<file path="config.mk">
export PLATFORM = sky130hd
export DESIGN_NAME = pas_shutdown
export DESIGN_NICKNAME = d
export VERILOG_FILES = /design/src/pas_pkg.sv /design/src/pas_sync.sv /design/src/pas_shutdown.sv
export SDC_FILE = /design/constraint.sdc
export NUM_CORES = 1
export LEC_CHECK = 0
export BUFFER_PORTS_ARGS = -buffer_cell sky130_fd_sc_hd__buf_2
export CORE_MARGIN = 8
export CORE_UTILIZATION = 40
export DETAILED_ROUTE_END_ITERATION = 6
export GPL_TIMING_DRIVEN = 0
export PLACE_DENSITY = 0.72
export SYNTH_ARGS = -nofsm -noshare
export SYNTH_HDL_FRONTEND = slang
export SYNTH_HIERARCHICAL = 1
export SYNTH_SLANG_ARGS = --single-unit
</file>
<file path="constraint.sdc">
create_clock -name clk_i -period 3.2 [get_ports clk_i]
set_clock_uncertainty 0.05 [all_clocks]
set_input_delay 0.16 -clock clk_i [delete_from_list [all_inputs] [get_ports clk_i]]
set_output_delay 0.16 -clock clk_i [all_outputs]
set_load 0.01 [all_outputs]
</file>
<file path="src/pas_pkg.sv">
package pas_pkg;
  // Register map and shutdown control register layout
  localparam logic [3:0] ADDR_CTRL      = 4'h0;
  localparam logic [3:0] ADDR_STATUS    = 4'h1;
  localparam logic [3:0] ADDR_IRQ_STAT  = 4'h2;
  localparam logic [3:0] ADDR_IRQ_CLR   = 4'h3;
  localparam logic [3:0] ADDR_IRQ_EN    = 4'h4;
  localparam logic [3:0] ADDR_PWM_DRIVE = 4'h5;
  localparam int CTRL_SRC_LO   = 0;
  localparam int CTRL_SRC_HI   = 2;
  localparam int CTRL_AC_LO    = 3;
  localparam int CTRL_AC_HI    = 4;
  localparam int CTRL_BD_LO    = 5;
  localparam int CTRL_BD_HI    = 6;
  localparam int CTRL_ESTAT    = 7;
  localparam int CTRL_RESTART  = 8;
  localparam int SRC_FAULT_BIT = 0;
  localparam int SRC_CMP_BIT   = 1;
  localparam int IRQ_SHUTDOWN  = 0;
  localparam int IRQ_RESTART   = 1;
  localparam int IRQ_W         = 2;
  localparam logic [8:0] CTRL_RESET = 9'h000;
  typedef enum logic [1:0] {
    PAS_SS_LOW  = 2'b00,
    PAS_SS_HIGH = 2'b01,
    PAS_SS_HIZ  = 2'b10
  } pas_ss_t;
  typedef enum logic [1:0] {
    PAS_RUN  = 2'b00,
    PAS_SHUT = 2'b01,
    PAS_WAIT = 2'b11
  } pas_state_t;
endpackage

</file>
<file path="src/pas_sync.sv">
`timescale 1ns/1ns
// Three-stage synchroniser; a change counts once stages two and three agree
module pas_sync #(
  parameter logic RESET_VAL = 1'b0
) (
  input  wire logic clk_i,
  input  wire logic rst_i,
  input  wire logic d_i,
  output logic      q_o
);
  logic [2:0] sync_reg;
  always_ff @(posedge clk_i)
  begin
    if (rst_i)
    begin
      sync_reg <= {3{RESET_VAL}};
      q_o      <= RESET_VAL;
    end
    else
    begin
      sync_reg <= {sync_reg[1:0], d_i};
      if (sync_reg[2] == sync_reg[1])
      begin
        q_o <= sync_reg[2];
      end
    end
  end
endmodule // pas_sync

</file>
<file path="src/pas_shutdown.sv">
`timescale 1ns/1ns
// Function
// RQ1: Three-bit source select picks which hardware events may shut down.
// RQ2: Selected fault input low is a shutdown event.
// RQ3: Selected comparator output high is a shutdown event.
// RQ4: Status bit reads 0 while running, 1 while shut down.
// RQ5: Shutdown sets status; stays set until firmware or auto-restart clears.
// RQ6: Outputs forced to safe levels combinationally, no clock edge needed.
// RQ7: Outputs handled as pairs A/C and B/D, each with own state field.
// RQ8: Each pair state: drive high, drive low, or high impedance.
// RQ9: Shutdown is level based; persists while fault level present.
// RQ10: Firmware writes to status bit ignored while hardware fault active.
// RQ11: After restart, outputs resume only at the next PWM period start.
// RQ12: Firmware writing 1 to status forces a software shutdown.
// RQ13: Auto-restart follows hardware faults only; clears forced shutdown at once.
// RQ14: Auto-restart clears status when fault leaves; else firmware must clear.
// RQ15: Hardware fault in same cycle as firmware clear keeps shutdown.
module pas_shutdown (
  input  wire logic        clk_i,
  input  wire logic        rst_i,
  input  wire logic        wb_cyc_i,
  input  wire logic        wb_stb_i,
  input  wire logic        wb_we_i,
  input  wire logic [5:0]  wb_adr_i,
  input  wire logic [3:0]  wb_sel_i,
  input  wire logic [31:0] wb_dat_i,
  output logic [31:0]      wb_dat_o,
  output logic             wb_ack_o,
  output logic             wb_err_o,
  input  wire logic        fault_input_n_i,
  input  wire logic        first_comparator_output_i,
  input  wire logic        period_start_i,
  input  wire logic [3:0]  pwm_raw_i,
  output logic             pwm_out_a_o,
  output logic             pwm_out_a_oe_o,
  output logic             pwm_out_b_o,
  output logic             pwm_out_b_oe_o,
  output logic             pwm_out_c_o,
  output logic             pwm_out_c_oe_o,
  output logic             pwm_out_d_o,
  output logic             pwm_out_d_oe_o,
  output logic             irq_o
);
  logic [8:0]            shutdown_control_reg;
  logic [3:0]            pwm_drive_en_reg;
  logic [pas_pkg::IRQ_W-1:0] irq_stat_reg;
  logic [pas_pkg::IRQ_W-1:0] irq_en_reg;
  logic                  shutdown_event_status;
  logic                  wait_reg;
  pas_pkg::pas_state_t   state;
  logic                  fault_sync;
  logic                  cmp_sync;
  logic                  hw_fault;
  logic                  hw_fault_raw;
  logic                  shut_now;
  logic                  bus_req;
  logic                  wr_ctrl;
  logic                  wr_estat;
  logic                  wr_estat_val;
  logic                  status_next;
  logic                  restart_evt;
  logic                  shutdown_evt;
  logic [3:0]            reg_idx;
  logic [31:0]           rd_next;
  logic                  valid_adr;
  logic [2:0]            src_sel;
  logic [1:0]            ss_ac;
  logic [1:0]            ss_bd;
  logic                  auto_restart_enable;
  logic [3:0]            pin_val;
  logic [3:0]            pin_oe;

  // The fault pin is low-active, so it idles high out of reset
  pas_sync #(.RESET_VAL(1'b1)) u_sync_fault (
    .clk_i (clk_i),
    .rst_i (rst_i),
    .d_i   (fault_input_n_i),
    .q_o   (fault_sync)
  );
  pas_sync #(.RESET_VAL(1'b0)) u_sync_cmp (
    .clk_i (clk_i),
    .rst_i (rst_i),
    .d_i   (first_comparator_output_i),
    .q_o   (cmp_sync)
  );

  assign src_sel = shutdown_control_reg[pas_pkg::CTRL_SRC_HI:pas_pkg::CTRL_SRC_LO]; // see RQ1
  assign ss_ac   = shutdown_control_reg[pas_pkg::CTRL_AC_HI:pas_pkg::CTRL_AC_LO];
  assign ss_bd   = shutdown_control_reg[pas_pkg::CTRL_BD_HI:pas_pkg::CTRL_BD_LO];
  assign auto_restart_enable = shutdown_control_reg[pas_pkg::CTRL_RESTART];

  // Synchronised view drives the sticky status
  assign hw_fault = (src_sel[pas_pkg::SRC_FAULT_BIT] & ~fault_sync)     // see RQ2
                  | (src_sel[pas_pkg::SRC_CMP_BIT] & cmp_sync);          // see RQ3
  // Raw pin view forces outputs with no clock; glitches may briefly shut down, which is safe
  assign hw_fault_raw = (src_sel[pas_pkg::SRC_FAULT_BIT] & ~fault_input_n_i)
                      | (src_sel[pas_pkg::SRC_CMP_BIT] & first_comparator_output_i); // see RQ6

  // Wishbone decode: word addresses in the low bits above the byte lane
  assign reg_idx   = wb_adr_i[5:2];
  assign bus_req   = wb_cyc_i & wb_stb_i & ~wb_ack_o & ~wb_err_o;
  assign valid_adr = reg_idx <= pas_pkg::ADDR_PWM_DRIVE;
  assign wr_ctrl   = bus_req & valid_adr & wb_we_i & (reg_idx == pas_pkg::ADDR_CTRL);
  assign wr_estat  = wr_ctrl & wb_sel_i[0];
  assign wr_estat_val = wb_dat_i[pas_pkg::CTRL_ESTAT];

  always_ff @(posedge clk_i)
  begin
    if (rst_i)
    begin
      wb_ack_o <= 1'b0;
      wb_err_o <= 1'b0;
    end
    else
    begin
      wb_ack_o <= bus_req & valid_adr;
      wb_err_o <= bus_req & ~valid_adr;
    end
  end

  always_comb
  begin
    rd_next = 32'h0000_0000;
    unique case (reg_idx)
      pas_pkg::ADDR_CTRL:
      begin
        rd_next[8:0] = shutdown_control_reg;
        rd_next[pas_pkg::CTRL_ESTAT] = shutdown_event_status; // see RQ4
      end
      pas_pkg::ADDR_STATUS:
      begin
        rd_next[0] = hw_fault;
        rd_next[1] = wait_reg;
      end
      pas_pkg::ADDR_IRQ_STAT:  rd_next[pas_pkg::IRQ_W-1:0] = irq_stat_reg;
      pas_pkg::ADDR_IRQ_EN:    rd_next[pas_pkg::IRQ_W-1:0] = irq_en_reg;
      pas_pkg::ADDR_PWM_DRIVE: rd_next[3:0] = pwm_drive_en_reg;
      default:                 rd_next = 32'h0000_0000;
    endcase
  end

  always_ff @(posedge clk_i)
  begin
    if (rst_i)
    begin
      wb_dat_o <= 32'h0000_0000;
    end
    else if (bus_req & ~wb_we_i)
    begin
      wb_dat_o <= rd_next;
    end
  end

  // Control fields other than the status bit
  always_ff @(posedge clk_i)
  begin
    if (rst_i)
    begin
      shutdown_control_reg <= pas_pkg::CTRL_RESET;
    end
    else if (wr_ctrl)
    begin
      if (wb_sel_i[0])
      begin
        shutdown_control_reg[pas_pkg::CTRL_BD_HI:pas_pkg::CTRL_SRC_LO] <= wb_dat_i[pas_pkg::CTRL_BD_HI:pas_pkg::CTRL_SRC_LO];
      end
      if (wb_sel_i[1])
      begin
        shutdown_control_reg[pas_pkg::CTRL_RESTART] <= wb_dat_i[pas_pkg::CTRL_RESTART];
      end
    end
  end

  always_ff @(posedge clk_i)
  begin
    if (rst_i)
    begin
      pwm_drive_en_reg <= 4'h0;
    end
    else if (bus_req & wb_we_i & wb_sel_i[0] & (reg_idx == pas_pkg::ADDR_PWM_DRIVE))
    begin
      pwm_drive_en_reg <= wb_dat_i[3:0];
    end
  end

  // Sticky shutdown status
  always_comb
  begin
    status_next = shutdown_event_status;
    if (wr_estat & ~hw_fault)                                  // see RQ10
    begin
      status_next = wr_estat_val;                              // see RQ12
    end
    if (auto_restart_enable & ~hw_fault)
    begin
      status_next = 1'b0;                                      // see RQ13, RQ14
    end
    if (hw_fault)
    begin
      status_next = 1'b1;                                      // see RQ5, RQ9, RQ15
    end
  end

  always_ff @(posedge clk_i)
  begin
    if (rst_i)
    begin
      shutdown_event_status <= 1'b0;
    end
    else
    begin
      shutdown_event_status <= status_next;
    end
  end

  assign shutdown_evt = status_next & ~shutdown_event_status;
  assign restart_evt  = ~status_next & shutdown_event_status;

  // Output hold until the next period start after the status clears
  always_ff @(posedge clk_i)
  begin
    if (rst_i)
    begin
      state <= pas_pkg::PAS_RUN;
    end
    else
    begin
      unique case (state)
        pas_pkg::PAS_RUN:
          if (status_next)
          begin
            state <= pas_pkg::PAS_SHUT;
          end
          // Auto-restart wipes a forced status at once, yet the outputs must still pause a period
          else if (wr_estat & wr_estat_val)
          begin
            state <= pas_pkg::PAS_WAIT;                         // see RQ13
          end
        pas_pkg::PAS_SHUT:
          if (~status_next)
          begin
            state <= pas_pkg::PAS_WAIT;
          end
        pas_pkg::PAS_WAIT:
          if (status_next)
          begin
            state <= pas_pkg::PAS_SHUT;
          end
          else if (period_start_i)
          begin
            state <= pas_pkg::PAS_RUN;                         // see RQ11
          end
        default: state <= pas_pkg::PAS_SHUT;
      endcase
    end
  end
  assign wait_reg = (state == pas_pkg::PAS_WAIT);

  // Forced state is combinational from the raw fault so no edge is needed
  assign shut_now = hw_fault_raw | (state != pas_pkg::PAS_RUN) | shutdown_event_status; // see RQ6, RQ4

  function automatic logic [1:0] pas_pin(input logic raw, input logic en, input logic sd, input logic [1:0] ss);
    logic [1:0] r;
    r = {en, raw};
    if (sd)
    begin
      unique case (ss)
        pas_pkg::PAS_SS_HIGH: r = {en, 1'b1};                  // see RQ8
        pas_pkg::PAS_SS_LOW:  r = {en, 1'b0};
        default:              r = 2'b00;
      endcase
    end
    return r;
  endfunction

  // Pair A/C uses one field and pair B/D the other
  for (genvar g = 0; g < 4; g++)
  begin : g_pin
    assign {pin_oe[g], pin_val[g]} = pas_pin(pwm_raw_i[g], pwm_drive_en_reg[g], shut_now,
                                             (g % 2 == 0) ? ss_ac : ss_bd); // see RQ7
  end
  assign pwm_out_a_o    = pin_val[0];
  assign pwm_out_a_oe_o = pin_oe[0];
  assign pwm_out_b_o    = pin_val[1];
  assign pwm_out_b_oe_o = pin_oe[1];
  assign pwm_out_c_o    = pin_val[2];
  assign pwm_out_c_oe_o = pin_oe[2];
  assign pwm_out_d_o    = pin_val[3];
  assign pwm_out_d_oe_o = pin_oe[3];

  // Interrupt status: set wins over clear
  always_ff @(posedge clk_i)
  begin
    if (rst_i)
    begin
      irq_stat_reg <= '0;
      irq_en_reg   <= '0;
    end
    else
    begin
      if (bus_req & wb_we_i & wb_sel_i[0] & (reg_idx == pas_pkg::ADDR_IRQ_EN))
      begin
        irq_en_reg <= wb_dat_i[pas_pkg::IRQ_W-1:0];
      end
      irq_stat_reg <= (irq_stat_reg
                       & ~((bus_req & wb_we_i & wb_sel_i[0] & (reg_idx == pas_pkg::ADDR_IRQ_CLR))
                           ? wb_dat_i[pas_pkg::IRQ_W-1:0] : {pas_pkg::IRQ_W{1'b0}}))
                      | {restart_evt, shutdown_evt};
    end
  end
  assign irq_o = |(irq_stat_reg & irq_en_reg);
endmodule // pas_shutdown

</file>
==> metrics.txt <==
Routed Antenna Nets=0; Fmax=approximately 520 MHz; Worst-path clk slew=around 70 ps; fill count=roughly 470; RSZ-0062 raised after global routing=no; final-report setup violation count=0; postcts setup bufs=0; I/O Pins=97; met1 Use GR=0.156; IO Port Bufs=between 40 and 50; HPWL Detailed=around 3500 µm; fraction of layout cells with a size suffix above 1=0.302; normalized max-slew margin=0.613; area post-placement=~2200 µm²; status=complete, no violations; die area=~7100 µm²; ranking of synthesized cells by area=dfxtp_1 (41%), buf_4 (9.2%), mux2i_1 (8.0%), nor2_1 (4.8%), a21oi_1 (3.7%); clock share of power=0.362; crit-path max FO=8; most common cell in the synthesized netlist=dfxtp_1; GRT busiest layer=met2; Critical Path RT=2990 ps; Initial DRC Count=149; pre-CTS setup slack=1340 ps; mean post-synth cell area=just under 9 µm²; total congestion overflow=0; number of synthesized flops with an enable pin=0; die width=around 85 µm; clk sink count=38; Ys Warns=6; crit start category=flop; synthesized instance count=between 200 and 250; Tot GR Track Use=0.128; Seq/Total Area, Yosys=0.405; routing usage on met3=0.0624; final-report hold violation count=0; non-filler cells in the finished layout=339; Final Cycle Share=0.596; Crit. End Element=output port; ANT cells=0; Starting Density=0.406; via count=around 1600; sequential power share=0.516; Synth top area share=0.405; setup TNS=0 ps; synth unique cells=between 40 and 50; met2 Usage GRT=0.188; DRC Markers=0; P_sw=roughly 230 µW; Switching Share=0.246; routability cong.=roughly 0.9; CTS buffer count=5; WL final=4590 µm; minimum clock period=around 1900 ps; average wire per standard cell=~14 µm; H-tree levels=2; Final Worst Setup Slack=1290 ps; WP data arrival=between 1500 and 2000 ps; cts hold-fix bufs=0; combinational share of power=0.122; LEAKAGE=roughly 1.1 nW; #FFs+latches synth=38; first-pass GRT wire length=around 7400 µm; Worst-Margin Slew=approximately 570 ps; largest net degree at the start of global routing=14; Vias/cell=around 4.8; pwr dens=399 nW/µm²; Clock Path Buffers=2; worst stage delay on the critical path=370 ps; internal power=about 700 µW; slowest stage cell, crit path=mux2_2; core area=roughly 4600 µm²; die height=between 80 and 90 µm; num rows=25; Peak VDD IR=between 0.15 and 0.2 mV; crit path cell chain=nor3_1 > nand3_1 > mux2_2 > buf_2; Synth Cell Area=~1900 µm²; Largest register FFs=9; placed instance count=around 330; worst setup path category=flop to output port; Pins Over Slew Limit=0; Hold Path Class=input port to flop; P&R area growth vs syn=24.6%; Clk Tree Root Cell=clkbuf_8; fraction of registers with async set/reset=0; post_cts resized=0; Clk Latency, worst-skew pair=approximately 290 ps; CTS tree=done; Pre-antenna DRT Iters=4; initial antenna violation count=0; maximum capacitance violations=0; ys flop type=dfxtp_1; Multi-input gate area=approximately 960 µm²; Synth area leader=dfxtp_1; most frequent cells after synthesis=dfxtp_1 (38), nor2_1 (24), buf_4 (23); register area=between 700 and 800 µm²; Design Area, Final=~2300 µm²; NumNets Final=338; vias in the first global route=roughly 1600
==> metal layers <==
metal	vias up	routed length [µm]
li1	835	-
met1	724	2080
met2	71	1950
met3	7	500
met4	0	68
met5	-	0
==> cell type report <==
cell class,instances,share of cell area
tap,54,0.0289
timing repair buffer,44,0.0941
buffer,31,0.0941
multi-input combinational,158,0.409
clock inverter,1,0.00214
clock buffer,7,0.0369
inverter,6,0.00963
sequential,38,0.325
==> stage by stage <==
step / utilization / hold slack, ps / total power [mW]
global route: 0.505 / 16.2 / 0.968
global placement: 0.486 / 310 / 0.603
floorplan: - / 179 / 0.566
detailed placement: 0.486 / 314 / 0.604
CTS: 0.505 / 11.8 / 0.938
finish: 0.505 / 18.7 / 0.932
==> power by group through the flow <==
| stage | registers, mW | logic (mW) | clock network (mW) |
|---|---|---|---|
| after global placement | 0.492 | 0.111 | 0 |
| after detailed placement | 0.492 | 0.112 | 0 |
| after floorplan | 0.492 | 0.0740 | 0 |
| final | 0.481 | 0.114 | 0.337 |
| after global routing | 0.482 | 0.124 | 0.362 |
| after CTS | 0.481 | 0.112 | 0.345 |
==> path summary, 6_finish.rpt <==
| check | slack, ps | cells past startpoint | endpoint | from |
|---|---|---|---|---|
| worst max-delay path | 1290 | 4 | pwm_out_c_o | state[1]$_SDFFE_PP0P_ |
| worst min-delay path | 20 | 2 | u_sync_fault/sync_reg[0]$_SDFF_PP1_ | fault_input_n_i |
| worst max register to register | 1410 | 5 | wb_dat_o[1]$_SDFFE_PP0P_ | wb_err_o$_SDFF_PP0_ |
| worst min register to register | 360 | 1 | u_sync_fault/sync_reg[1]$_SDFF_PP1_ | u_sync_fault/sync_reg[0]$_SDFF_PP1_ |
==> kinds of logic (layout without fill, tap and decap cells) <==
| family | Yosys count | count (layout) | synth area share |
|---|---|---|---|
| buffers and inverters | 37 | 89 | 0.129 |
| other | 1 | 23 | 0.00200 |
| DFF | 38 | 38 | 0.405 |
| muxes | 20 | 20 | 0.110 |
| AOI/OAI and AO/OA | 39 | 39 | 0.137 |
| and+or+nand+nor | 76 | 76 | 0.217 |
==> worst max-delay path: cells and delay by family, from the launching register on <==
| family | cells | cell delay, ps |
|---|---|---|
| and+or+nand+nor | 2 | 560 |
| muxes | 1 | 370 |
| DFF | 1 | 340 |
| buffers and inverters | 1 | 140 |
==> cells in the final DEF (no fill, tap or decap), types with 4 or more instances in the layout <==
master / instances
buf_2: 45
dfxtp_1: 38
nor2_1: 24
buf_4: 23
conb_1: 23
mux2i_1: 15
a21oi_1: 14
nand2_1: 12
nand3_1: 11
clkbuf_1: 7
inv_1: 6
clkbuf_8: 6
nor2b_1: 5
nor3_1: 5
mux2_2: 5
a21boi_0: 4
a22oi_1: 4
Power figures use the tool's default switching activity.
